`config.mk`:
```
export PLATFORM = sky130hd
export DESIGN_NAME = cht_timing
export DESIGN_NICKNAME = d
export VERILOG_FILES = /design/src/cht_pkg.sv /design/src/cht_edge_chan.sv /design/src/cht_timing.sv
export VERILOG_INCLUDE_DIRS = /design/src
export SDC_FILE = /design/constraint.sdc
export NUM_CORES = 1
export LEC_CHECK = 0
export BUFFER_PORTS_ARGS = -buffer_cell sky130_fd_sc_hd__buf_4
export CORE_MARGIN = 2
export CORE_UTILIZATION = 55
export DETAILED_ROUTE_END_ITERATION = 16
export GPL_ROUTABILITY_DRIVEN = 0
export PLACE_DENSITY = 0.72
export SLEW_MARGIN = 30
export SYNTH_ARGS = -nofsm -noshare
export SYNTH_HDL_FRONTEND = slang
export SYNTH_SLANG_ARGS = --single-unit
```
`constraint.sdc`:
```
create_clock -name i_clk -period 5.75 [get_ports i_clk]
set_input_delay 0.8625 -clock i_clk [delete_from_list [all_inputs] [get_ports i_clk]]
set_output_delay 0.8625 -clock i_clk [all_outputs]
set_load 0.005 [all_outputs]
```
`src/cht_defs.svh`:
```
/*
 * Constants of the CCD high speed clock timing block: register map,
 * field widths, reset values and grid sizes.
 * Assumes inclusion by bare name from the package and the design files.
 */
`ifndef CHT_DEFS_SVH
`define CHT_DEFS_SVH

// ----------------------------------------
// Register map
// ----------------------------------------
`define CHT_ADDR_DIV 8'h30
`define CHT_ADDR_RG 8'h31
`define CHT_ADDR_HA 8'h32
`define CHT_ADDR_HB 8'h33
`define CHT_ADDR_HL 8'h34
`define CHT_ADDR_SMP 8'h35
`define CHT_ADDR_DRV 8'h36
`define CHT_ADDR_MODE 8'h37
`define CHT_ADDR_HLEN 8'h3A
`define CHT_ADDR_VLEN 8'h3B

// ----------------------------------------
// Serial frame and fields
// ----------------------------------------
`define CHT_FRAME_BITS 6'h20
`define CHT_EDGE_W 13
`define CHT_DRV_W 18
`define CHT_PIX_W 13
`define CHT_LINE_W 12

// ----------------------------------------
// Reset values
// ----------------------------------------
`define CHT_EDGE_RST 13'h0800
`define CHT_RG_RST 13'h0400
`define CHT_SMP_RST 12'h0800
`define CHT_DRV_RST 18'h24924
`define CHT_HLEN_RST 13'h1FFF
`define CHT_VLEN_RST 12'hFFF

// ----------------------------------------
// Edge grid
// ----------------------------------------
`define CHT_LAST_STEP 6'h2F
`define CHT_QUAD_STEPS 6'h0C
`define CHT_OFS_MAX 4'hB

`endif

```
`src/cht_pkg.sv`:
```
/*
 * Types shared by the CCD high speed clock timing block.
 * Assumes cht_defs.svh is on the include path.
 */
`include "cht_defs.svh"

package cht_pkg;

  // Edge setting: polarity, falling and rising position
  typedef struct packed {
    logic pol;
    logic [5:0] fall;
    logic [5:0] rise;
  } cht_edge_t;

  // Drive setting per output, zero is high impedance
  typedef struct packed {
    logic [2:0] hl;
    logic [2:0] hb_inv;
    logic [2:0] hb;
    logic [2:0] ha_inv;
    logic [2:0] ha;
    logic [2:0] rg;
  } cht_drive_t;

  // Three wire serial configuration pins
  typedef struct packed {
    logic load_n;
    logic sck;
    logic sdata;
  } cht_ser_t;

  // All asynchronous pins, synchronised together
  typedef struct packed {
    logic mclk;
    logic ext_sync_n;
    logic vd_n;
    logic hd_n;
    cht_ser_t ser;
  } cht_pins_t;

endpackage : cht_pkg

```
`src/cht_edge_chan.sv`:
```
/*
 * One high speed clock channel: decodes the six bit edge settings onto
 * the 48 step grid and registers a glitch free waveform and its inverse.
 * Assumes a phase input that counts 0 to 47 on the same clock.
 */
`timescale 1ns/1ps
`include "cht_defs.svh"

module cht_edge_chan (
  input wire logic i_clk,
  input wire logic i_reset_n,
  input wire logic [5:0] i_phase,
  input wire cht_pkg::cht_edge_t i_cfg,
  input wire logic i_pulse,
  output logic o_wave,
  output logic o_wave_n
);
  import cht_pkg::*;

  logic [5:0] rise_pos;
  logic [5:0] fall_pos;
  logic win;
  logic nxt_wave_ff;
  logic wave_ff;
  logic wave_n_ff;

  // Quadrant in top bits, offset clamped to 11
  function automatic logic [5:0] decode(input logic [5:0] v);
    logic [3:0] ofs;
    ofs = (v[3:0] > `CHT_OFS_MAX) ? `CHT_OFS_MAX : v[3:0];
    return ({4'h0, v[5:4]} * `CHT_QUAD_STEPS) + {2'h0, ofs};
  endfunction : decode

  always_comb begin
    rise_pos = decode(i_cfg.rise);
    fall_pos = decode(i_cfg.fall);
    if (i_pulse) begin
      win = (i_phase == rise_pos);
    end else if (rise_pos <= fall_pos) begin
      win = (i_phase >= rise_pos) && (i_phase < fall_pos);
    end else begin
      win = (i_phase >= rise_pos) || (i_phase < fall_pos);
    end
    nxt_wave_ff = win ^ i_cfg.pol;
  end

  always_ff @(posedge i_clk or negedge i_reset_n) begin
    if (!i_reset_n) begin
      wave_ff <= 1'b0;
      wave_n_ff <= 1'b1;
    end else begin
      wave_ff <= nxt_wave_ff;
      wave_n_ff <= !nxt_wave_ff;
    end
  end

  assign o_wave = wave_ff;
  assign o_wave_n = wave_n_ff;
endmodule : cht_edge_chan

```
`src/cht_timing.sv`:
```
/*
 * CCD high speed clock timing generator: serial configuration, 48 step
 * edge grid, reset gate, horizontal and sample clocks, drive enables,
 * pixel and line counters and sync in master or slave mode.
 * Assumes every pin input is asynchronous to i_clk and that each
 * two-way sync pin is resolved outside from its output enable.
 */
`timescale 1ns/1ps
`include "cht_defs.svh"

module cht_timing (
  input wire logic i_clk,
  input wire logic i_reset_n,
  input wire logic i_master_clock_in,
  output logic o_inverted_clock_out,
  input wire cht_pkg::cht_ser_t i_ser,
  input wire logic i_ext_sync_n,
  input wire logic i_vertical_sync_n,
  output logic o_vertical_sync_n,
  output logic o_vertical_sync_oe_n,
  input wire logic i_horizontal_sync_n,
  output logic o_horizontal_sync_n,
  output logic o_horizontal_sync_oe_n,
  output logic o_reset_gate_clock,
  output logic o_horiz_clock_a,
  output logic o_horiz_clock_a_inv,
  output logic o_horiz_clock_b,
  output logic o_horiz_clock_b_inv,
  output logic o_last_horiz_clock,
  output logic o_reference_sample_clock,
  output logic o_data_sample_clock,
  output cht_pkg::cht_drive_t o_drive,
  output logic [5:0] o_drive_oe_n,
  output logic [12:0] o_pixel_count,
  output logic [11:0] o_line_count
);
  import cht_pkg::*;

  // ----------------------------------------
  // Pin synchronisers
  // ----------------------------------------
  cht_pins_t pins_raw;
  cht_pins_t pins_s1_ff;
  cht_pins_t pins_s2_ff;
  cht_pins_t pins_s3_ff;

  assign pins_raw = {i_master_clock_in, i_ext_sync_n, i_vertical_sync_n, i_horizontal_sync_n, i_ser};

  always_ff @(posedge i_clk or negedge i_reset_n) begin
    if (!i_reset_n) begin
      pins_s1_ff <= '1;
      pins_s2_ff <= '1;
      pins_s3_ff <= '1;
    end else begin
      pins_s1_ff <= pins_raw;
      pins_s2_ff <= pins_s1_ff;
      pins_s3_ff <= pins_s2_ff;
    end
  end

  logic sck_rise;
  logic load_rise;
  logic ext_fall;
  logic vd_fall;
  logic hd_fall;

  assign sck_rise = pins_s2_ff.ser.sck && !pins_s3_ff.ser.sck;
  assign load_rise = pins_s2_ff.ser.load_n && !pins_s3_ff.ser.load_n;
  assign ext_fall = !pins_s2_ff.ext_sync_n && pins_s3_ff.ext_sync_n;
  assign vd_fall = !pins_s2_ff.vd_n && pins_s3_ff.vd_n;
  assign hd_fall = !pins_s2_ff.hd_n && pins_s3_ff.hd_n;

  // ----------------------------------------
  // Serial port and configuration registers
  // ----------------------------------------
  logic [31:0] shift_ff, nxt_shift_ff;
  logic [5:0] bits_ff, nxt_bits_ff;
  logic div_ff, nxt_div_ff;
  logic master_ff, nxt_master_ff;
  cht_edge_t edge_ff [4];
  cht_edge_t nxt_edge_ff [4];
  logic [11:0] smp_ff, nxt_smp_ff;
  cht_drive_t drv_ff, nxt_drv_ff;
  logic [12:0] hlen_ff, nxt_hlen_ff;
  logic [11:0] vlen_ff, nxt_vlen_ff;
  logic [7:0] wr_addr;
  logic [23:0] wr_data;

  assign wr_addr = shift_ff[7:0];
  assign wr_data = shift_ff[31:8];

  always_comb begin
    nxt_shift_ff = shift_ff;
    nxt_bits_ff = bits_ff;
    nxt_div_ff = div_ff;
    nxt_master_ff = master_ff;
    nxt_edge_ff = edge_ff;
    nxt_smp_ff = smp_ff;
    nxt_drv_ff = drv_ff;
    nxt_hlen_ff = hlen_ff;
    nxt_vlen_ff = vlen_ff;
    // Address then data, least significant bit first
    if (!pins_s2_ff.ser.load_n && sck_rise && bits_ff != `CHT_FRAME_BITS) begin
      nxt_shift_ff = {pins_s2_ff.ser.sdata, shift_ff[31:1]};
      nxt_bits_ff = bits_ff + 6'h01;
    end
    if (load_rise) begin
      nxt_bits_ff = 6'h00;
      if (bits_ff == `CHT_FRAME_BITS) begin
        unique case (wr_addr)
          `CHT_ADDR_DIV: nxt_div_ff = wr_data[0];
          `CHT_ADDR_RG: nxt_edge_ff[0] = wr_data[`CHT_EDGE_W-1:0];
          `CHT_ADDR_HA: nxt_edge_ff[1] = wr_data[`CHT_EDGE_W-1:0];
          `CHT_ADDR_HB: nxt_edge_ff[2] = wr_data[`CHT_EDGE_W-1:0];
          `CHT_ADDR_HL: nxt_edge_ff[3] = wr_data[`CHT_EDGE_W-1:0];
          `CHT_ADDR_SMP: nxt_smp_ff = wr_data[11:0];
          `CHT_ADDR_DRV: nxt_drv_ff = wr_data[`CHT_DRV_W-1:0];
          `CHT_ADDR_MODE: nxt_master_ff = wr_data[0];
          `CHT_ADDR_HLEN: nxt_hlen_ff = wr_data[`CHT_PIX_W-1:0];
          `CHT_ADDR_VLEN: nxt_vlen_ff = wr_data[`CHT_LINE_W-1:0];
          default: nxt_bits_ff = 6'h00;
        endcase
      end
    end
  end

  always_ff @(posedge i_clk or negedge i_reset_n) begin
    if (!i_reset_n) begin
      shift_ff <= 32'h0;
      bits_ff <= 6'h00;
      div_ff <= 1'b0;
      master_ff <= 1'b1;
      edge_ff[0] <= `CHT_RG_RST;
      edge_ff[1] <= `CHT_EDGE_RST;
      edge_ff[2] <= `CHT_EDGE_RST;
      edge_ff[3] <= `CHT_EDGE_RST;
      smp_ff <= `CHT_SMP_RST;
      drv_ff <= `CHT_DRV_RST;
      hlen_ff <= `CHT_HLEN_RST;
      vlen_ff <= `CHT_VLEN_RST;
    end else begin
      shift_ff <= nxt_shift_ff;
      bits_ff <= nxt_bits_ff;
      div_ff <= nxt_div_ff;
      master_ff <= nxt_master_ff;
      edge_ff <= nxt_edge_ff;
      smp_ff <= nxt_smp_ff;
      drv_ff <= nxt_drv_ff;
      hlen_ff <= nxt_hlen_ff;
      vlen_ff <= nxt_vlen_ff;
    end
  end

  // ----------------------------------------
  // Edge grid, counters and sync outputs
  // ----------------------------------------
  logic half_ff, nxt_half_ff;
  logic [5:0] phase_ff, nxt_phase_ff;
  logic [12:0] pix_ff, nxt_pix_ff;
  logic [11:0] line_ff, nxt_line_ff;
  logic inv_clk_ff, nxt_inv_clk_ff;
  logic hd_out_ff, nxt_hd_out_ff;
  logic vd_out_ff, nxt_vd_out_ff;
  logic [5:0] oe_n_ff, nxt_oe_n_ff;
  logic step;
  logic pix_tick;
  logic restart;

  assign step = !div_ff || half_ff;
  assign pix_tick = step && (phase_ff == `CHT_LAST_STEP);
  assign restart = master_ff && ext_fall;

  always_comb begin
    nxt_half_ff = div_ff ? !half_ff : 1'b0;
    nxt_phase_ff = phase_ff;
    nxt_pix_ff = pix_ff;
    nxt_line_ff = line_ff;
    if (step) begin
      nxt_phase_ff = pix_tick ? 6'h00 : phase_ff + 6'h01;
    end
    if (pix_tick) begin
      if (pix_ff == hlen_ff) begin
        nxt_pix_ff = 13'h0000;
        nxt_line_ff = (line_ff == vlen_ff) ? 12'h000 : line_ff + 12'h001;
      end else begin
        nxt_pix_ff = pix_ff + 13'h0001;
      end
    end
    if (restart) begin
      nxt_pix_ff = 13'h0000;
      nxt_line_ff = 12'h000;
    end
    if (!master_ff && hd_fall) begin
      nxt_pix_ff = 13'h0000;
      if (vd_fall) begin
        nxt_line_ff = 12'h000;
      end
    end else if (!master_ff && vd_fall) begin
      nxt_pix_ff = 13'h0000;
      nxt_line_ff = 12'h000;
    end
    nxt_inv_clk_ff = !pins_s2_ff.mclk;
    nxt_hd_out_ff = (nxt_pix_ff != 13'h0000);
    nxt_vd_out_ff = (nxt_line_ff != 12'h000);
    nxt_oe_n_ff = {drv_ff.hl == 3'h0, drv_ff.hb_inv == 3'h0, drv_ff.hb == 3'h0,
                   drv_ff.ha_inv == 3'h0, drv_ff.ha == 3'h0, drv_ff.rg == 3'h0};
  end

  always_ff @(posedge i_clk or negedge i_reset_n) begin
    if (!i_reset_n) begin
      half_ff <= 1'b0;
      phase_ff <= 6'h00;
      pix_ff <= 13'h0000;
      line_ff <= 12'h000;
      inv_clk_ff <= 1'b0;
      hd_out_ff <= 1'b1;
      vd_out_ff <= 1'b1;
      oe_n_ff <= 6'h3F;
    end else begin
      half_ff <= nxt_half_ff;
      phase_ff <= nxt_phase_ff;
      pix_ff <= nxt_pix_ff;
      line_ff <= nxt_line_ff;
      inv_clk_ff <= nxt_inv_clk_ff;
      hd_out_ff <= nxt_hd_out_ff;
      vd_out_ff <= nxt_vd_out_ff;
      oe_n_ff <= nxt_oe_n_ff;
    end
  end

  // ----------------------------------------
  // High speed channels
  // ----------------------------------------
  cht_edge_t chan_cfg [6];
  logic [5:0] chan_pulse;
  logic [5:0] chan_wave;
  logic [5:0] chan_wave_n;

  assign chan_cfg[0] = edge_ff[0];
  assign chan_cfg[1] = edge_ff[1];
  assign chan_cfg[2] = edge_ff[2];
  assign chan_cfg[3] = edge_ff[3];
  assign chan_cfg[4] = {7'h00, smp_ff[5:0]};
  assign chan_cfg[5] = {7'h00, smp_ff[11:6]};
  assign chan_pulse = 6'h30;

  // Mode does not enter the channels
  genvar gi;
  generate
    for (gi = 0; gi < 6; gi++) begin : g_chan
      cht_edge_chan u_chan (
        .i_clk(i_clk),
        .i_reset_n(i_reset_n),
        .i_phase(phase_ff),
        .i_cfg(chan_cfg[gi]),
        .i_pulse(chan_pulse[gi]),
        .o_wave(chan_wave[gi]),
        .o_wave_n(chan_wave_n[gi])
      );
    end
  endgenerate

  assign o_reset_gate_clock = chan_wave[0];
  assign o_horiz_clock_a = chan_wave[1];
  assign o_horiz_clock_a_inv = chan_wave_n[1];
  assign o_horiz_clock_b = chan_wave[2];
  assign o_horiz_clock_b_inv = chan_wave_n[2];
  assign o_last_horiz_clock = chan_wave[3];
  assign o_reference_sample_clock = chan_wave[4];
  assign o_data_sample_clock = chan_wave[5];
  assign o_inverted_clock_out = inv_clk_ff;
  assign o_drive = drv_ff;
  assign o_drive_oe_n = oe_n_ff;
  assign o_pixel_count = pix_ff;
  assign o_line_count = line_ff;
  assign o_horizontal_sync_n = hd_out_ff;
  assign o_vertical_sync_n = vd_out_ff;
  assign o_horizontal_sync_oe_n = !master_ff;
  assign o_vertical_sync_oe_n = !master_ff;
endmodule : cht_timing

```
==> Word-level counts from Yosys, hierarchy flattened <==
Cells that the tools add are included.
{ "word_totals": {"ff_bits": 215, "inputBits": 9, "word_cells": 208, "output_inout_bits": 62} }
{ "op_classes": {"n_reduce_logical": 51, "add_sub_neg": 14, "n_mux": 30, "n_bitwise": 4, "eq_ne": 17, "n_lt_le_gt_ge": 22, "n_mul": 10} }
{ "op_table": {"columns": ["operator", "count"], "rows": [
  ["12-bit 2-to-1 mux", 7],
  ["8-bit by 6-bit equality test with 1-bit output (second input constant)", 10],
  ["13-bit 2-to-1 mux", 5],
  ["6-bit by 4-bit adder with 6-bit output", 10],
  ["4-bit greater-than comparator (second input constant)", 10],
  ["2-bit by 2-bit multiplier with 4-bit output (second input constant)", 10],
  ["4-bit 2-to-1 mux", 10],
  ["3-bit AND reduction", 10],
  ["6-bit >= comparator", 4],
  ["6-bit <= comparator", 4],
  ["6-bit < comparator", 4],
  ["3-bit logical NOT", 6],
  ["6-bit 2-to-1 mux", 3],
  ["1-bit logical AND", 15],
  ["13-bit by 1-bit adder with 13-bit output (second input constant)", 1],
  ["13-bit equality test", 1],
  ["13-bit nonzero test", 1],
  ["12-bit by 1-bit adder with 12-bit output (second input constant)", 1],
  ["6-bit by 1-bit adder with 6-bit output (second input constant)", 2],
  ["12-bit equality test", 1],
  ["6-bit equality test", 2],
  ["6-bit equality test (second input constant)", 2],
  ["1-bit logical NOT", 12],
  ["12-bit nonzero test", 1],
  ["other kinds (5)", 16]
]} }

==> Longest topological paths before layout <==
Gate-level depths: netlist of the first run.
{ "depth": {"word_depth": 8, "depth_mapped": 15, "depth_no_buf": 15} }

==> Hierarchy <==
Synthesis of the first run repeated with hierarchy kept, for this count alone.
{ "hier_totals": {"cells_unflattened": 1261, "hier_area_um2": 13277.7} }
{ "modules_own_cells": {"columns": ["mod", "area_per_inst_um2", "cells_each", "n_inst"], "rows": [
  ["cht_timing", 8735.9, 721, 1],
  ["cht_edge_chan", 757.0, 90, 6]
]} }

==> Least setup slack after synthesis of the first run <==
No wires, ideal clock.
{ "synth_timing": {"kind": "register to register", "start": "reg edge_ff (netlist bit chan_cfg[43])", "end": "reg g_chan[2].u_chan.wave_ff", "arrival_ns": 2.756, "required_ns": 5.626, "stages_incl_launch_ff": 12, "setup_slack_ns": 2.871, "period_less_slack_ns": 2.879, "path_cell_list": "dfrtp_1 inv_1 ha_1 inv_1 fa_1 inv_1 ha_1 a21o_1 maj3_2 maj3_2 maj3_2 xor2_1"} }
{ "synth_via": {"elab_chain_len": 6, "elab_cells_between_ends": 8} }
{ "synth_lines": {"columns": ["element", "line", "source"], "rows": [
  ["from (decl)", "cht_timing.sv:80", "cht_edge_t edge_ff [4];"],
  ["from (signal assigned)", "cht_timing.sv:146", "edge_ff <= nxt_edge_ff;"],
  ["2-bit by 2-bit multiplier with 4-bit output (no line) (*)", null, null],
  ["6-bit by 4-bit adder with 6-bit output (*)", "cht_edge_chan.sv:31", "return ({4'h0, v[5:4]} * `CHT_QUAD_STEPS) + {2'h0, ofs};"],
  ["6-bit >= comparator", "cht_edge_chan.sv:40, cht_edge_chan.sv:42", null],
  ["1-bit logical OR or 1-bit logical AND (tied branches)", "cht_edge_chan.sv:42, cht_edge_chan.sv:40", null],
  ["1-bit 2-to-1 mux (*)", "cht_edge_chan.sv:39", "end else if (rise_pos <= fall_pos) begin"],
  ["1-bit XOR (*)", "cht_edge_chan.sv:44", "nxt_wave_ff = win ^ i_cfg.pol;"],
  ["named net g_chan[2].u_chan.nxt_wave_ff", "cht_edge_chan.sv:23", "logic nxt_wave_ff;"],
  ["to (signal assigned)", "cht_edge_chan.sv:52", "wave_ff <= nxt_wave_ff;"],
  ["to (decl)", "cht_edge_chan.sv:24", "logic wave_ff;"]
]} }
The timed path passes the listed nets; every way through them passes the cells marked *.
A chain may end at the register's enable or synchronous reset.

==> Worst setup path after layout of the first run <==
{ "layout_timing": {"start": "reg phase_ff[5]", "end": "reg vd_out_ff (netlist: o_vertical_sync_n)"} }
{ "layout_via": {"elab_chain_len": 7, "elab_cells_between_ends": 8} }
{ "layout_lines": {"columns": ["element", "line", "source"], "rows": [
  ["from (decl)", "cht_timing.sv:158", "logic [5:0] phase_ff, nxt_phase_ff;"],
  ["from (signal assigned)", "cht_timing.sv:221", "phase_ff <= nxt_phase_ff;"],
  ["6-bit equality test (no line) (*)", null, null],
  ["1-bit logical AND (*)", "cht_timing.sv:170", "assign pix_tick = step && (phase_ff == `CHT_LAST_STEP);"],
  ["12-bit 2-to-1 mux (*)", "cht_timing.sv:181", "if (pix_tick) begin"],
  ["12-bit 2-to-1 mux (*)", "cht_timing.sv:189", "if (restart) begin"],
  ["12-bit 2-to-1 mux, on equally long branches", "cht_timing.sv:198, cht_timing.sv:195", null],
  ["12-bit 2-to-1 mux (*)", "cht_timing.sv:193", "if (!master_ff && hd_fall) begin"],
  ["12-bit nonzero test (*)", "cht_timing.sv:204", "nxt_vd_out_ff = (nxt_line_ff != 12'h000);"],
  ["named net nxt_vd_out_ff", "cht_timing.sv:163", "logic vd_out_ff, nxt_vd_out_ff;"],
  ["to (signal assigned)", "cht_timing.sv:226", "vd_out_ff <= nxt_vd_out_ff;"],
  ["to (decl)", "cht_timing.sv:163", null]
]} }
Marks and branches as above.

==> results by group, run 1 <==
Power
  – Internal Power: 2.58 mW
  – Switching share of power: 0.211
  – Logic pwr share: 0.022
  – Power Dens Cells: 243 mW/mm²
  – Peak supply drop: 0.000262 V
  – Seq pwr share: 0.476
  – Clock network fraction of total power: 0.502
  – Switching power summed over all nets: 691 µW
  – Leakage power figure: 6.80 nW

Routing
  – Number of remaining DRC errors: 0
  – Drt first-iter violations: 293
  – First-pass detailed-route iteration total: 4
  – Average detailed-routed wire length per instance: 16.9 µm
  – Avg Vias per Cell: 5.49
  – Final antenna-violating net count: 0
  – Post-detailed-routing wire length: 24.6 mm
  – Vias after detailed routing: 7,971

Floorplanning
  – # IOs: 71
  – Die area: 0.0229 mm²
  – Core region area: 0.0212 mm²
  – Initial core utilization: 0.564
  – Number of core rows: 53
  – Die width: 151 µm
  – Die outline height: 151 µm

Global route
  – Combined global-route utilization of all metal layers: 0.224
  – Total congestion overflow after global routing: 0
  – Wire length of the first global-routing pass: 40.5 mm
  – Number of global-route vias before repair: 7,979
  – Pin count of the biggest net entering global routing: 123
  – Number of antenna violations at the first check in global routing: 0

Placement
  – Sum of net half-perimeters after detailed placement: 16.6 mm
  – Placed instance count: 1,408
  – PortBufs: 70
  – Placed cell areas: 0.0126 mm²

Yosys
  – Simple-gate area share of the yosys netlist: 0.131
  – Flip-flop and latch count after synthesis: 215
  – Synth async-reset ratio: 1.00
  – Adder-cell share of the synthesized area: 0.135
  – Distinct cell type count of the synthesized netlist: 60
  – Multiplexer area fraction after synthesis: 0.0997
  – Largest family of logic cells by synthesized area: adder cells
  – Xor-xnor portion of the synthesized cell area: 0.0602
  – Avg Cell Area, Syn: 10.7 µm²
  – Cell Area, Synth: 0.0119 mm²
  – Synth warnings: 0
  – Cells after Synth: 1,115
  – Dominant synthesized flop cell: sky130_fd_sc_hd__dfrtp_1
  – Share of the synthesized area in compound gates (AO/OA/AOI/OAI): 0.0697
  – Post-synthesis sequential area ratio: 0.458
  – Post-synth net total: 1,242
  – Post-synth EDFFs: 0

STA
  – Worst clock skew on the final layout: 14.5 ps
  – Fmax achieved: 300 MHz
  – Measured slew at the worst slew-check pin: 804 ps
  – Setup TNS: 0 ps
  – Min Clock Period, post-route: 3330 ps
  – Pins over their slew limit: 0
  – Setup violators final: 0
  – Part of the cycle the worst path needs: 0.580
  – RSZ-0062 raised after global routing: no
  – Fin. Hold Viols: 0
  – Worst rel slew slack: 0.463

Clocking
  – CTS H-tree depth: 1
  – Clock tree from TritonCTS: yes
  – Clock insertion delay at the later pin of the skew report: 530 ps
  – Library cell used as clock root buffer: sky130_fd_sc_hd__clkbuf_16
  – Clock buffer count from CTS: 24
  – Clock slew seen by the registers of the worst setup and hold paths: 70 ps
  – Clock sink count: 215
  – Count of instances resized after the clock tree is built: 0
  – CTS hold repair buffers: 0
  – Buffer depth of the longest clock path: 3
  – Post-CTS Repair Setup Buffers: 0

Worst setup path
  – Worst setup startpoint: phase_ff[5]$_DFFE_PN0N_
  – End of the worst register-to-register path: o_vertical_sync_n$_DFF_PN1_
  – Critical Path Fanout Max: 14
  – Critical path data arrival time: 3760 ps
  – Required time of the critical path: 6180 ps
  – Max incr delay on CP: 780 ps
  – Slowest cell on the critical path: sky130_fd_sc_hd__dfrtp_1
  – Termination of the worst setup path: o_vertical_sync_n$_DFF_PN1_
  – CP Buf/Inv Count: 0
  – Cell family contributing the most delay on the critical path: simple AND/OR/NAND/NOR gates
  – Critical path, cell by cell: and4b_1 > and3_1 > and3_1 > nand3_1 > and2_1 > o21ai_0 > nor4b_1 > nand3_1
  – Path length in cells of the critical path: 8
  – Worst R2R Path Depth: 8
  – Worst Setup Start Kind: flop
  – Reg-to-reg critical path startpoint: phase_ff[5]$_DFFE_PN0N_
  – Crit path kind: flop to flop
  – Worst setup slack for register-to-register paths: 2420 ps
  – Category of the worst setup path capture point: flop

Finish
  – Area growth, synth to finish: 12.8%
  – Most frequent standard cell in the layout excluding fill and tap cells: sky130_fd_sc_hd__nand2_1
  – Final design instance area without fill: 0.0135 mm²
  – # diodes: 0
  – Final Instance Count excl. Fillers: 1,453
  – Most used cells in the layout excluding fill and tap cells: sky130_fd_sc_hd__nand2_1, sky130_fd_sc_hd__dfrtp_1, sky130_fd_sc_hd__ha_1, sky130_fd_sc_hd__mux2_2, sky130_fd_sc_hd__buf_4
  – Share of final-layout standard cells stronger than drive strength 1: 0.261
  – NumNets Final: 1,287

Run status
  – Status: complete, no violations

Flow run
  – Number of max-cap violations: 0

Hold path
  – Type of the most critical hold path: primary input to async pin
-- how the worst min path moves through the flow --
stage | startpoint | end | slack (ps)
global route | i_reset_n | g_chan[3].u_chan.o_wave$_DFF_PN0_ | 220
global placement | pins_s1_ff[1]$_DFF_PN1_ | pins_s2_ff[1]$_DFF_PN1_ | 350
finish | i_reset_n | g_chan[3].u_chan.o_wave$_DFF_PN0_ | 210
CTS | pins_s1_ff[2]$_DFF_PN1_ | pins_s2_ff[2]$_DFF_PN1_ | 360
floorplan | pins_s1_ff[0]$_DFF_PN1_ | pins_s2_ff[0]$_DFF_PN1_ | 350
detailed placement | pins_s1_ff[6]$_DFF_PN1_ | pins_s2_ff[6]$_DFF_PN1_ | 350
-- synthesized netlist by cell type, drive strengths merged, types with 2 or more instances --
master | n | share of area
a211oi | 4 | 0.0025
nand2b | 6 | 0.0031
o2bb2ai | 3 | 0.0022
ha | 108 | 0.11
clkbuf | 37 | 0.012
buf | 19 | 0.011
nor2b | 27 | 0.014
dfrtp | 149 | 0.31
nor2 | 54 | 0.017
a21oi | 41 | 0.017
and3 | 7 | 0.0037
nor3b | 4 | 0.0035
xor2 | 26 | 0.019
o21a | 3 | 0.0019
a32oi | 2 | 0.0015
nor4b | 2 | 0.0020
or2 | 4 | 0.0021
fa | 10 | 0.017
inv | 71 | 0.022
mux2 | 103 | 0.097
a22o | 3 | 0.0022
nand4 | 13 | 0.0073
o211ai | 4 | 0.0025
o31ai | 5 | 0.0031
a31oi | 8 | 0.0042
nand2 | 152 | 0.048
nand3 | 28 | 0.012
a21o | 24 | 0.015
mux2i | 3 | 0.0025
nor4 | 6 | 0.0044
o21ai | 24 | 0.010
maj3 | 6 | 0.0053
xnor2 | 56 | 0.041
a2bb2oi | 2 | 0.0015
or3 | 4 | 0.0025
a21boi | 5 | 0.0031
nor3 | 17 | 0.0080
dfstp | 66 | 0.15
-- registers in the layout, indices dropped and copies added (netlist names), 2 cells and up --
register and flops:
bits_ff 6, chan_cfg 52, g_chan.u_chan.o_wave 6, g_chan.u_chan.o_wave_n 2, hlen_ff 13, o_drive 18, o_drive_oe_n 6, o_line_count 12
o_pixel_count 13, phase_ff 6, pins_s1_ff 7, pins_s2_ff 7, pins_s3_ff 5, shift_ff 32, smp_ff 12, vlen_ff 12
-- metal layers --
layer | routed length, µm | vias up | GRT usage
li1 | - | 3874 | -
met1 | 10800 | 3935 | 0.291
met2 | 12300 | 120 | 0.394
met3 | 731 | 42 | 0.0301
met4 | 642 | 0 | 0.0636
met5 | 0 | - | 0
-- final cells by class --
cell class / count / area (µm²)
fill: 1658 / 7700
sequential: 215 / 5460
multi-input combinational: 773 / 5940
tap: 275 / 344
inverter: 71 / 267
timing repair buffer: 75 / 591
clock inverter: 16 / 223
clock buffer: 28 / 636
-- worst register-to-register path, delay by kind of cell (launching register included) --
family,cells,cell delay (ps)
flip-flops,1,780
AO/OA/AOI/OAI,1,240
AND/OR/NAND/NOR,7,2230
-- power by group through the flow --
stage               clock, mW  combinational [mW]  sequential [mW]
global placement            0              0.0699             1.58
finish                   1.64              0.0708             1.56
CTS                      1.68              0.0718             1.56
detailed placement          0              0.0706             1.58
floorplan                   0              0.0276             1.58
global route             1.74              0.0838             1.56
-- per-stage QoR --
stage                     setup WS, ps  power (mW)  hold slack [ps]   util
after global routing              2200        3.38              219  0.636
after CTS                         2490        3.31              357  0.635
after global placement            2650        1.65              346  0.594
after detailed placement          2560        1.65              347  0.594
final                             2420        3.27              215  0.636
after floorplan                   2870        1.61              345      -
-- kinds of logic after synthesis --
| logic type | count (synthesis) |
|---|---|
| DFF | 215 |
| xor gates and xnor gates | 82 |
| adders and majority gates | 124 |
| muxes | 106 |
| AOI/OAI and AO/OA | 132 |
| and+or+nand+nor | 329 |
| buffers and inverters | 127 |
Power figures use the tool's default switching activity.
==> run 2: changes to the inputs <==
ABC_AREA = 1   (was unset)
clock period = 3.1 ns   (was 5.75 ns; I/O delays follow)
==> run 2 against run 1 <==
  * Critical path type unchanged
  * Global-route usage rose by 2.2 points
  * Die area grew 3.4%
  * Routed wire length grew 15%
  * Synthesized area increased by 3.5%
  * Synthesized cell count is 34% higher
==> results by group, run 2 <==
Placement
  – PortBufs: 70
  – Sum of net half-perimeters after detailed placement: 19.5 mm
  – Placed cell areas: 0.0132 mm²

Hold path
  – Type of the most critical hold path: primary input to flop
  – Hold-critical path endpoint: pins_s1_ff[3]$_DFF_PN1_
  – Start point of the worst min-delay path: i_horizontal_sync_n
  – Worst hold path stage count: 1

STA
  – Fin. Hold Viols: 0
  – Min Clock Period, post-route: 2870 ps
  – Worst rel slew slack: 0.489
  – Measured slew at the worst slew-check pin: 767 ps
  – Setup violators final: 0
  – Pins over their slew limit: 0
  – Setup TNS: 0 ps
  – Fmax achieved: 349 MHz
  – Part of the cycle the worst path needs: 0.924
  – Hold WS: 39.0 ps
  – Worst clock skew on the final layout: 20.8 ps
  – RSZ-0062 raised after global routing: no

Floorplanning
  – Die area: 0.0237 mm²
  – Initial core utilization: 0.562
  – Die width: 154 µm
  – Number of core rows: 54
  – Die outline height: 154 µm
  – Core region area: 0.0220 mm²
  – # IOs: 71

Finish
  – NumNets Final: 1,701
  – # diodes: 0
  – Final standard cell utilization of the core: 0.644
  – Share of final-layout standard cells stronger than drive strength 1: 0.156
  – Flip-flop count of the largest register after layout: 52
  – Most frequent standard cell in the layout excluding fill and tap cells: sky130_fd_sc_hd__nand2_1
  – Final design instance area without fill: 0.0141 mm²
  – Area growth, synth to finish: 14.5%
  – Most used cells in the layout excluding fill and tap cells: sky130_fd_sc_hd__nand2_1, sky130_fd_sc_hd__inv_1, sky130_fd_sc_hd__dfrtp_1, sky130_fd_sc_hd__o21ai_0, sky130_fd_sc_hd__ha_1

Yosys
  – Cells after Synth: 1,499
  – Synth async-reset ratio: 1.00
  – Library cell occupying the most area in the post-synthesis netlist: sky130_fd_sc_hd__dfrtp_1
  – Top cells by instance count after synthesis: sky130_fd_sc_hd__nand2_1, sky130_fd_sc_hd__inv_1, sky130_fd_sc_hd__dfrtp_1
  – Cell Area, Synth: 0.0124 mm²
  – Flip-flop and latch count after synthesis: 215
  – Post-synthesis sequential area ratio: 0.442
  – Fraction of synthesized cell area taken by the top area cell type: 0.302
  – Post-synth net total: 1,626
  – Post-synth EDFFs: 0
  – Most used standard cell by instance count after synthesis: sky130_fd_sc_hd__nand2_1
  – Dominant synthesized flop cell: sky130_fd_sc_hd__dfrtp_1
  – Avg Cell Area, Syn: 8.24 µm²
  – Synth warnings: 0
  – Distinct cell type count of the synthesized netlist: 43
  – Main area contributors after synthesis: sky130_fd_sc_hd__dfrtp_1, sky130_fd_sc_hd__dfstp_2, sky130_fd_sc_hd__nand2_1

Worst setup path
  – Category of the worst setup path capture point: flop
  – Worst Setup Start Kind: flop
  – End of the worst register-to-register path: g_chan[0].u_chan.o_wave$_DFF_PN0_
  – Reg-to-reg critical path startpoint: chan_cfg[69]$_DFFE_PN0P_
  – Required time of the critical path: 3510 ps
  – Crit path kind: flop to flop
  – Critical path data arrival time: 3270 ps
  – Worst setup slack for register-to-register paths: 230 ps
  – Critical Path Fanout Max: 4
  – Worst R2R Path Depth: 18

Clocking
  – CTS H-tree depth: 1
  – Clock buffer count from CTS: 24
  – Clock insertion delay at the later pin of the skew report: 540 ps
  – Clock sink count: 215
  – Buffer depth of the longest clock path: 3
  – Clock tree from TritonCTS: yes
  – Clock slew seen by the registers of the worst setup and hold paths: 60 ps
  – Library cell used as clock root buffer: sky130_fd_sc_hd__clkbuf_16

Power
  – Power Dens Cells: 464 mW/mm²
  – Total chip power: 6.56 mW
  – Peak supply drop: 0.000488 V
  – Leakage power figure: 7.19 nW

Global route
  – Wire length of the first global-routing pass: 47.2 mm
  – Number of antenna violations at the first check in global routing: 1
  – Pin count of the biggest net entering global routing: 100
  – Total congestion overflow after global routing: 0
  – Number of global-route vias before repair: 9,533
  – Combined global-route utilization of all metal layers: 0.246

Flow run
  – Number of max-cap violations: 0

Routing
  – Post-detailed-routing wire length: 28.2 mm
  – First-pass detailed-route iteration total: 5
  – Final antenna-violating net count: 0
  – Drt first-iter violations: 644
  – Avg Vias per Cell: 5.25
  – Number of remaining DRC errors: 0
  – Vias after detailed routing: 9,824
  – Average detailed-routed wire length per instance: 15.1 µm

Run status
  – Status: complete, no violations
[run 2: changes by cell type after synthesis, sizes merged, moves of 11 or more]
| cell | previous run | this run |
|---|---|---|
| a21oi | 41 | 52 |
| nand3 | 28 | 60 |
| inv | 71 | 233 |
| nand2 | 152 | 406 |
| o21ai | 24 | 169 |
| nor2 | 54 | 102 |
| mux2 | 103 | 0 |
| nor2b | 27 | 0 |
| xnor2 | 56 | 18 |
| clkbuf | 37 | 26 |
| a21o | 24 | 0 |
[run 2: repair_timing]
action / 4_1_cts / 5_1_grt
resized for setup: 0 / 10
buffers inserted: 0 / 3
hold buffers: 1 / 0
endpoints found under the setup margin: 0 / 6
hold endpoints to repair: 1 / 0
[run 2: how the worst max path moves through the flow]
stage	from	to	slack [ps]	cells after the start
2_1_floorplan	chan_cfg[56]$_DFFE_PN0P_	g_chan[1].u_chan.o_wave$_DFF_PN0_	380	18
3_3_place_gp	chan_cfg[56]$_DFFE_PN0P_	g_chan[1].u_chan.o_wave$_DFF_PN0_	260	18
3_5_place_dp	chan_cfg[56]$_DFFE_PN0P_	g_chan[1].u_chan.o_wave$_DFF_PN0_	160	18
4_1_cts	chan_cfg[56]$_DFFE_PN0P_	g_chan[1].u_chan.o_wave$_DFF_PN0_	150	19
5_1_grt	chan_cfg[43]$_DFFE_PN0P_	g_chan[2].u_chan.o_wave_n$_DFF_PN1_	5	17
6_report	chan_cfg[69]$_DFFE_PN0P_	g_chan[0].u_chan.o_wave$_DFF_PN0_	230	18
[run 2: logic make-up (layout without fill, tap and decap cells)]
group / after synthesis / count (layout) / share of synthesized area
buffers and inverters: 274 / 367 / 0.0865
DFF: 215 / 215 / 0.442
xor gates and xnor gates: 34 / 34 / 0.0241
adders and majority gates: 118 / 118 / 0.126
AOI/OAI and AO/OA: 234 / 234 / 0.0980
muxes: 2 / 2 / 0.00162
and+or+nand+nor: 622 / 622 / 0.222
[run 2: power by group]
| part | total [mW] | switching (mW) | internal, mW |
|---|---|---|---|
| registers | 2.96 | 0.0546 | 2.90 |
| clock network | 3.28 | 1.18 | 2.10 |
| logic | 0.317 | 0.250 | 0.0669 |
[run 2: worst max-delay path, cell delays in order (launching register included)]
cell and delay [ps]:
sky130_fd_sc_hd__dfrtp_1 400, sky130_fd_sc_hd__inv_1 60, sky130_fd_sc_hd__ha_1 290, sky130_fd_sc_hd__inv_1 100, sky130_fd_sc_hd__ha_1 240, sky130_fd_sc_hd__nand2_1 60
sky130_fd_sc_hd__inv_1 30, sky130_fd_sc_hd__o21ai_1 130, sky130_fd_sc_hd__xor2_1 200, sky130_fd_sc_hd__inv_1 90, sky130_fd_sc_hd__ha_1 300, sky130_fd_sc_hd__nand2_1 80
sky130_fd_sc_hd__nor2_2 120, sky130_fd_sc_hd__o21ai_0 90, sky130_fd_sc_hd__inv_1 60, sky130_fd_sc_hd__o21ai_1 70, sky130_fd_sc_hd__or2_2 300, sky130_fd_sc_hd__nand3_1 80
sky130_fd_sc_hd__nand2_1 50
[run 2: per-layer routing]
metal / wire [µm] / track usage / vias up / part of all wire
met3: 1510 / 0.0358 / 54 / 0.054
met1: 12900 / 0.338 / 4620 / 0.46
met2: 13100 / 0.408 / 239 / 0.47
met5: 0 / 0 / - / 0
met4: 667 / 0.0765 / 0 / 0.024
li1: - / - / 4911 / -
[run 2: cell type report]
type	count	area, µm²
Clock inverter	13	256
Fill cell	1858	7820
Tap cell	280	350
Sequential cell	215	5460
Clock buffer	31	667
Inverter	234	878
Timing Repair Buffer	89	691
Multi-Input combinational cell	1010	5830
[run 2: per-stage QoR]
| step | cells | setup WS, ps |
|---|---|---|
| 2_1_floorplan | 1499 | 375 |
| 3_3_place_gp | 1824 | 258 |
| 3_5_place_dp | 1824 | 161 |
| 4_1_cts | 1869 | 148 |
| 5_1_grt | 1872 | 5.09 |
| 6_report | 1872 | 234 |
==> run 3: changes to the inputs <==
ABC_AREA = 0   (was 1)
SYNTH_HIERARCHICAL = 1   (was unset)
==> run 3 against run 2 <==
  * The run now ends with negative hold slack left
  * Worst setup slack worse by 96 ps
  * Design area is 6.1% higher
  * Core utilization shrank 0.46 points
  * Critical path type unchanged
  * Clock skew down 11 ps
  * Critical endpoint is now g_chan[0].u_chan/o_wave$_DFF_PN0_
  * Critical path depth decreased by 7
  * Non-clock buffer count up 7
==> results by group, run 3 <==
Flow run
  – Number of max-cap violations: 0

Routing
  – Number of remaining DRC errors: 0
  – Drt first-iter violations: 434
  – First-pass detailed-route iteration total: 7
  – Post-detailed-routing wire length: 27.2 mm
  – Average detailed-routed wire length per instance: 16.0 µm
  – Avg Vias per Cell: 5.34
  – Final antenna-violating net count: 0
  – Vias after detailed routing: 9,092

Placement
  – PortBufs: 70
  – Placed instance count: 1,655
  – Sum of net half-perimeters after detailed placement: 18.7 mm
  – Setup WS pre-CTS: 139 ps
  – Placed cell areas: 0.0142 mm²

Worst setup path
  – Worst Setup Start Kind: flop
  – Crit path kind: flop to flop
  – Slowest cell on the critical path: sky130_fd_sc_hd__dfstp_2
  – Critical path, cell by cell: inv_1 > ha_1 > inv_1 > fa_1 > xnor2_1 > ha_1 > a21oi_1 > a21boi_0 > o32ai_1 > o221ai_2 > xor2_1
  – Required time of the critical path: 3490 ps
  – Worst setup startpoint: chan_cfg[75]$_DFFE_PN1P_
  – Critical Path Fanout Max: 4
  – Reg-to-reg critical path startpoint: chan_cfg[75]$_DFFE_PN1P_
  – Max incr delay on CP: 550 ps
  – Category of the worst setup path capture point: flop
  – Critical path data arrival time: 3350 ps

STA
  – Measured slew at the worst slew-check pin: 763 ps
  – Fin. Hold Viols: 18
  – Worst clock skew on the final layout: 9.40 ps
  – Setup TNS: 0 ps
  – Pins over their slew limit: 0
  – Part of the cycle the worst path needs: 0.955
  – Hold WS: -41.9 ps
  – Worst rel slew slack: 0.492
  – Fmax achieved: 338 MHz
  – Smallest setup slack after layout: 138 ps
  – Setup violators final: 0
  – Min Clock Period, post-route: 2960 ps

Finish
  – Flip-flop count of the largest register after layout: 52
  – Final design instance area without fill: 0.0150 mm²
  – Most frequent standard cell in the layout excluding fill and tap cells: sky130_fd_sc_hd__ha_1
  – NumNets Final: 1,542
  – # diodes: 0
  – Most used cells in the layout excluding fill and tap cells: sky130_fd_sc_hd__ha_1, sky130_fd_sc_hd__nand2_1, sky130_fd_sc_hd__dfrtp_1, sky130_fd_sc_hd__inv_1, sky130_fd_sc_hd__buf_4
  – Final Instance Count excl. Fillers: 1,703
  – Share of final-layout standard cells stronger than drive strength 1: 0.221
  – Area growth, synth to finish: 14.2%
  – Final standard cell utilization of the core: 0.639

Global route
  – Met2 GRT Util: 0.384
  – Pin count of the biggest net entering global routing: 93
  – Total congestion overflow after global routing: 0
  – Peak-usage layer in the global routing report: met2
  – Number of antenna violations at the first check in global routing: 0
  – Met3 capacity usage during global routing: 0.0207
  – Fraction of met1 tracks used by global routing: 0.304
  – Number of global-route vias before repair: 8,908
  – Combined global-route utilization of all metal layers: 0.222
  – Wire length of the first global-routing pass: 44.6 mm

Clocking
  – Clock tree from TritonCTS: yes
  – CTS H-tree depth: 1
  – Library cell used as clock root buffer: sky130_fd_sc_hd__clkbuf_16
  – Clock sink count: 215
  – CTS hold repair buffers: 0
  – Clock insertion delay at the later pin of the skew report: 510 ps
  – Clock slew seen by the registers of the worst setup and hold paths: 60 ps
  – Clock buffer count from CTS: 24
  – Buffer depth of the longest clock path: 3

Floorplanning
  – Die area: 0.0251 mm²
  – Number of core rows: 56
  – Die outline height: 159 µm
  – Die width: 159 µm
  – Initial core utilization: 0.560
  – Core region area: 0.0235 mm²
  – # IOs: 71

Yosys
  – Cells after Synth: 1,253
  – Avg Cell Area, Syn: 10.5 µm²
  – Cell Area, Synth: 0.0131 mm²
  – Synth warnings: 6

Run status
  – Violations in the final reports: negative hold slack
  – Status: complete, but fails checks

Hold path
  – Type of the most critical hold path: primary input to async pin

Power
  – Peak supply drop: 0.000467 V
  – Leakage power figure: 7.75 nW
  – Power Dens Cells: 394 mW/mm²
[run 3: cell type report]
cell class | instances | area [µm²]
timing repair buffer | 96 | 766
inverter | 99 | 372
fill | 1881 | 8470
multi-input combinational | 930 | 7240
clock buffer | 34 | 648
clock inverter | 10 | 123
tap | 319 | 399
sequential | 215 | 5460
[run 3: path summary, 6_finish.rpt]
kind                                                endpoint  slack (ps)  cells past startpoint
max                        g_chan[0].u_chan/o_wave$_DFF_PN0_         140                     11
min                        g_chan[1].u_chan/o_wave$_DFF_PN0_         -40                      1
max reg2reg                g_chan[0].u_chan/o_wave$_DFF_PN0_         140                     11
min reg2reg                          pins_s3_ff[3]$_DFF_PN1_         350                      0
max in group asynchronous           chan_cfg[75]$_DFFE_PN1P_        2310                      2
min in group i_clk                   pins_s1_ff[6]$_DFF_PN1_          60                      1
[run 3: routing by layer]
metal  part of all wire  up-vias
met2               0.49      139
met5                  0        -
met3              0.025       31
li1                   -     4506
met1               0.47     4416
met4              0.016        0
[run 3: metrics by stage]
step	hold slack (ps)	power (mW)
finish	-41.9	5.92
global route	23.2	6.14
CTS	5.46	5.97
detailed placement	348	3.19
global placement	346	3.19
floorplan	169	3.08
[run 3: critical path: cells and delay by family (launching register included)]
family	cells	cell delay [ps]
AO/OA/AOI/OAI	4	780
adder cells (fa/ha/maj)	3	980
buffers and inverters	2	110
flip-flops	1	550
XOR/XNOR	2	420
[run 3: where the power goes]
part | switching (mW) | internal [mW] | leakage, nW | total (mW)
logic | 0.162 | 0.0942 | 4.64 | 0.256
registers | 0.0276 | 2.87 | 2.74 | 2.90
clock network | 1.13 | 1.63 | 0.365 | 2.76
[run 3: what timing repair did]
item / in CTS / in global routing
gates resized for setup: 0 / 5
hold endpoints to repair: 0 / 0
buffers inserted: 0 / 4
endpoints found under the setup margin: 0 / 5
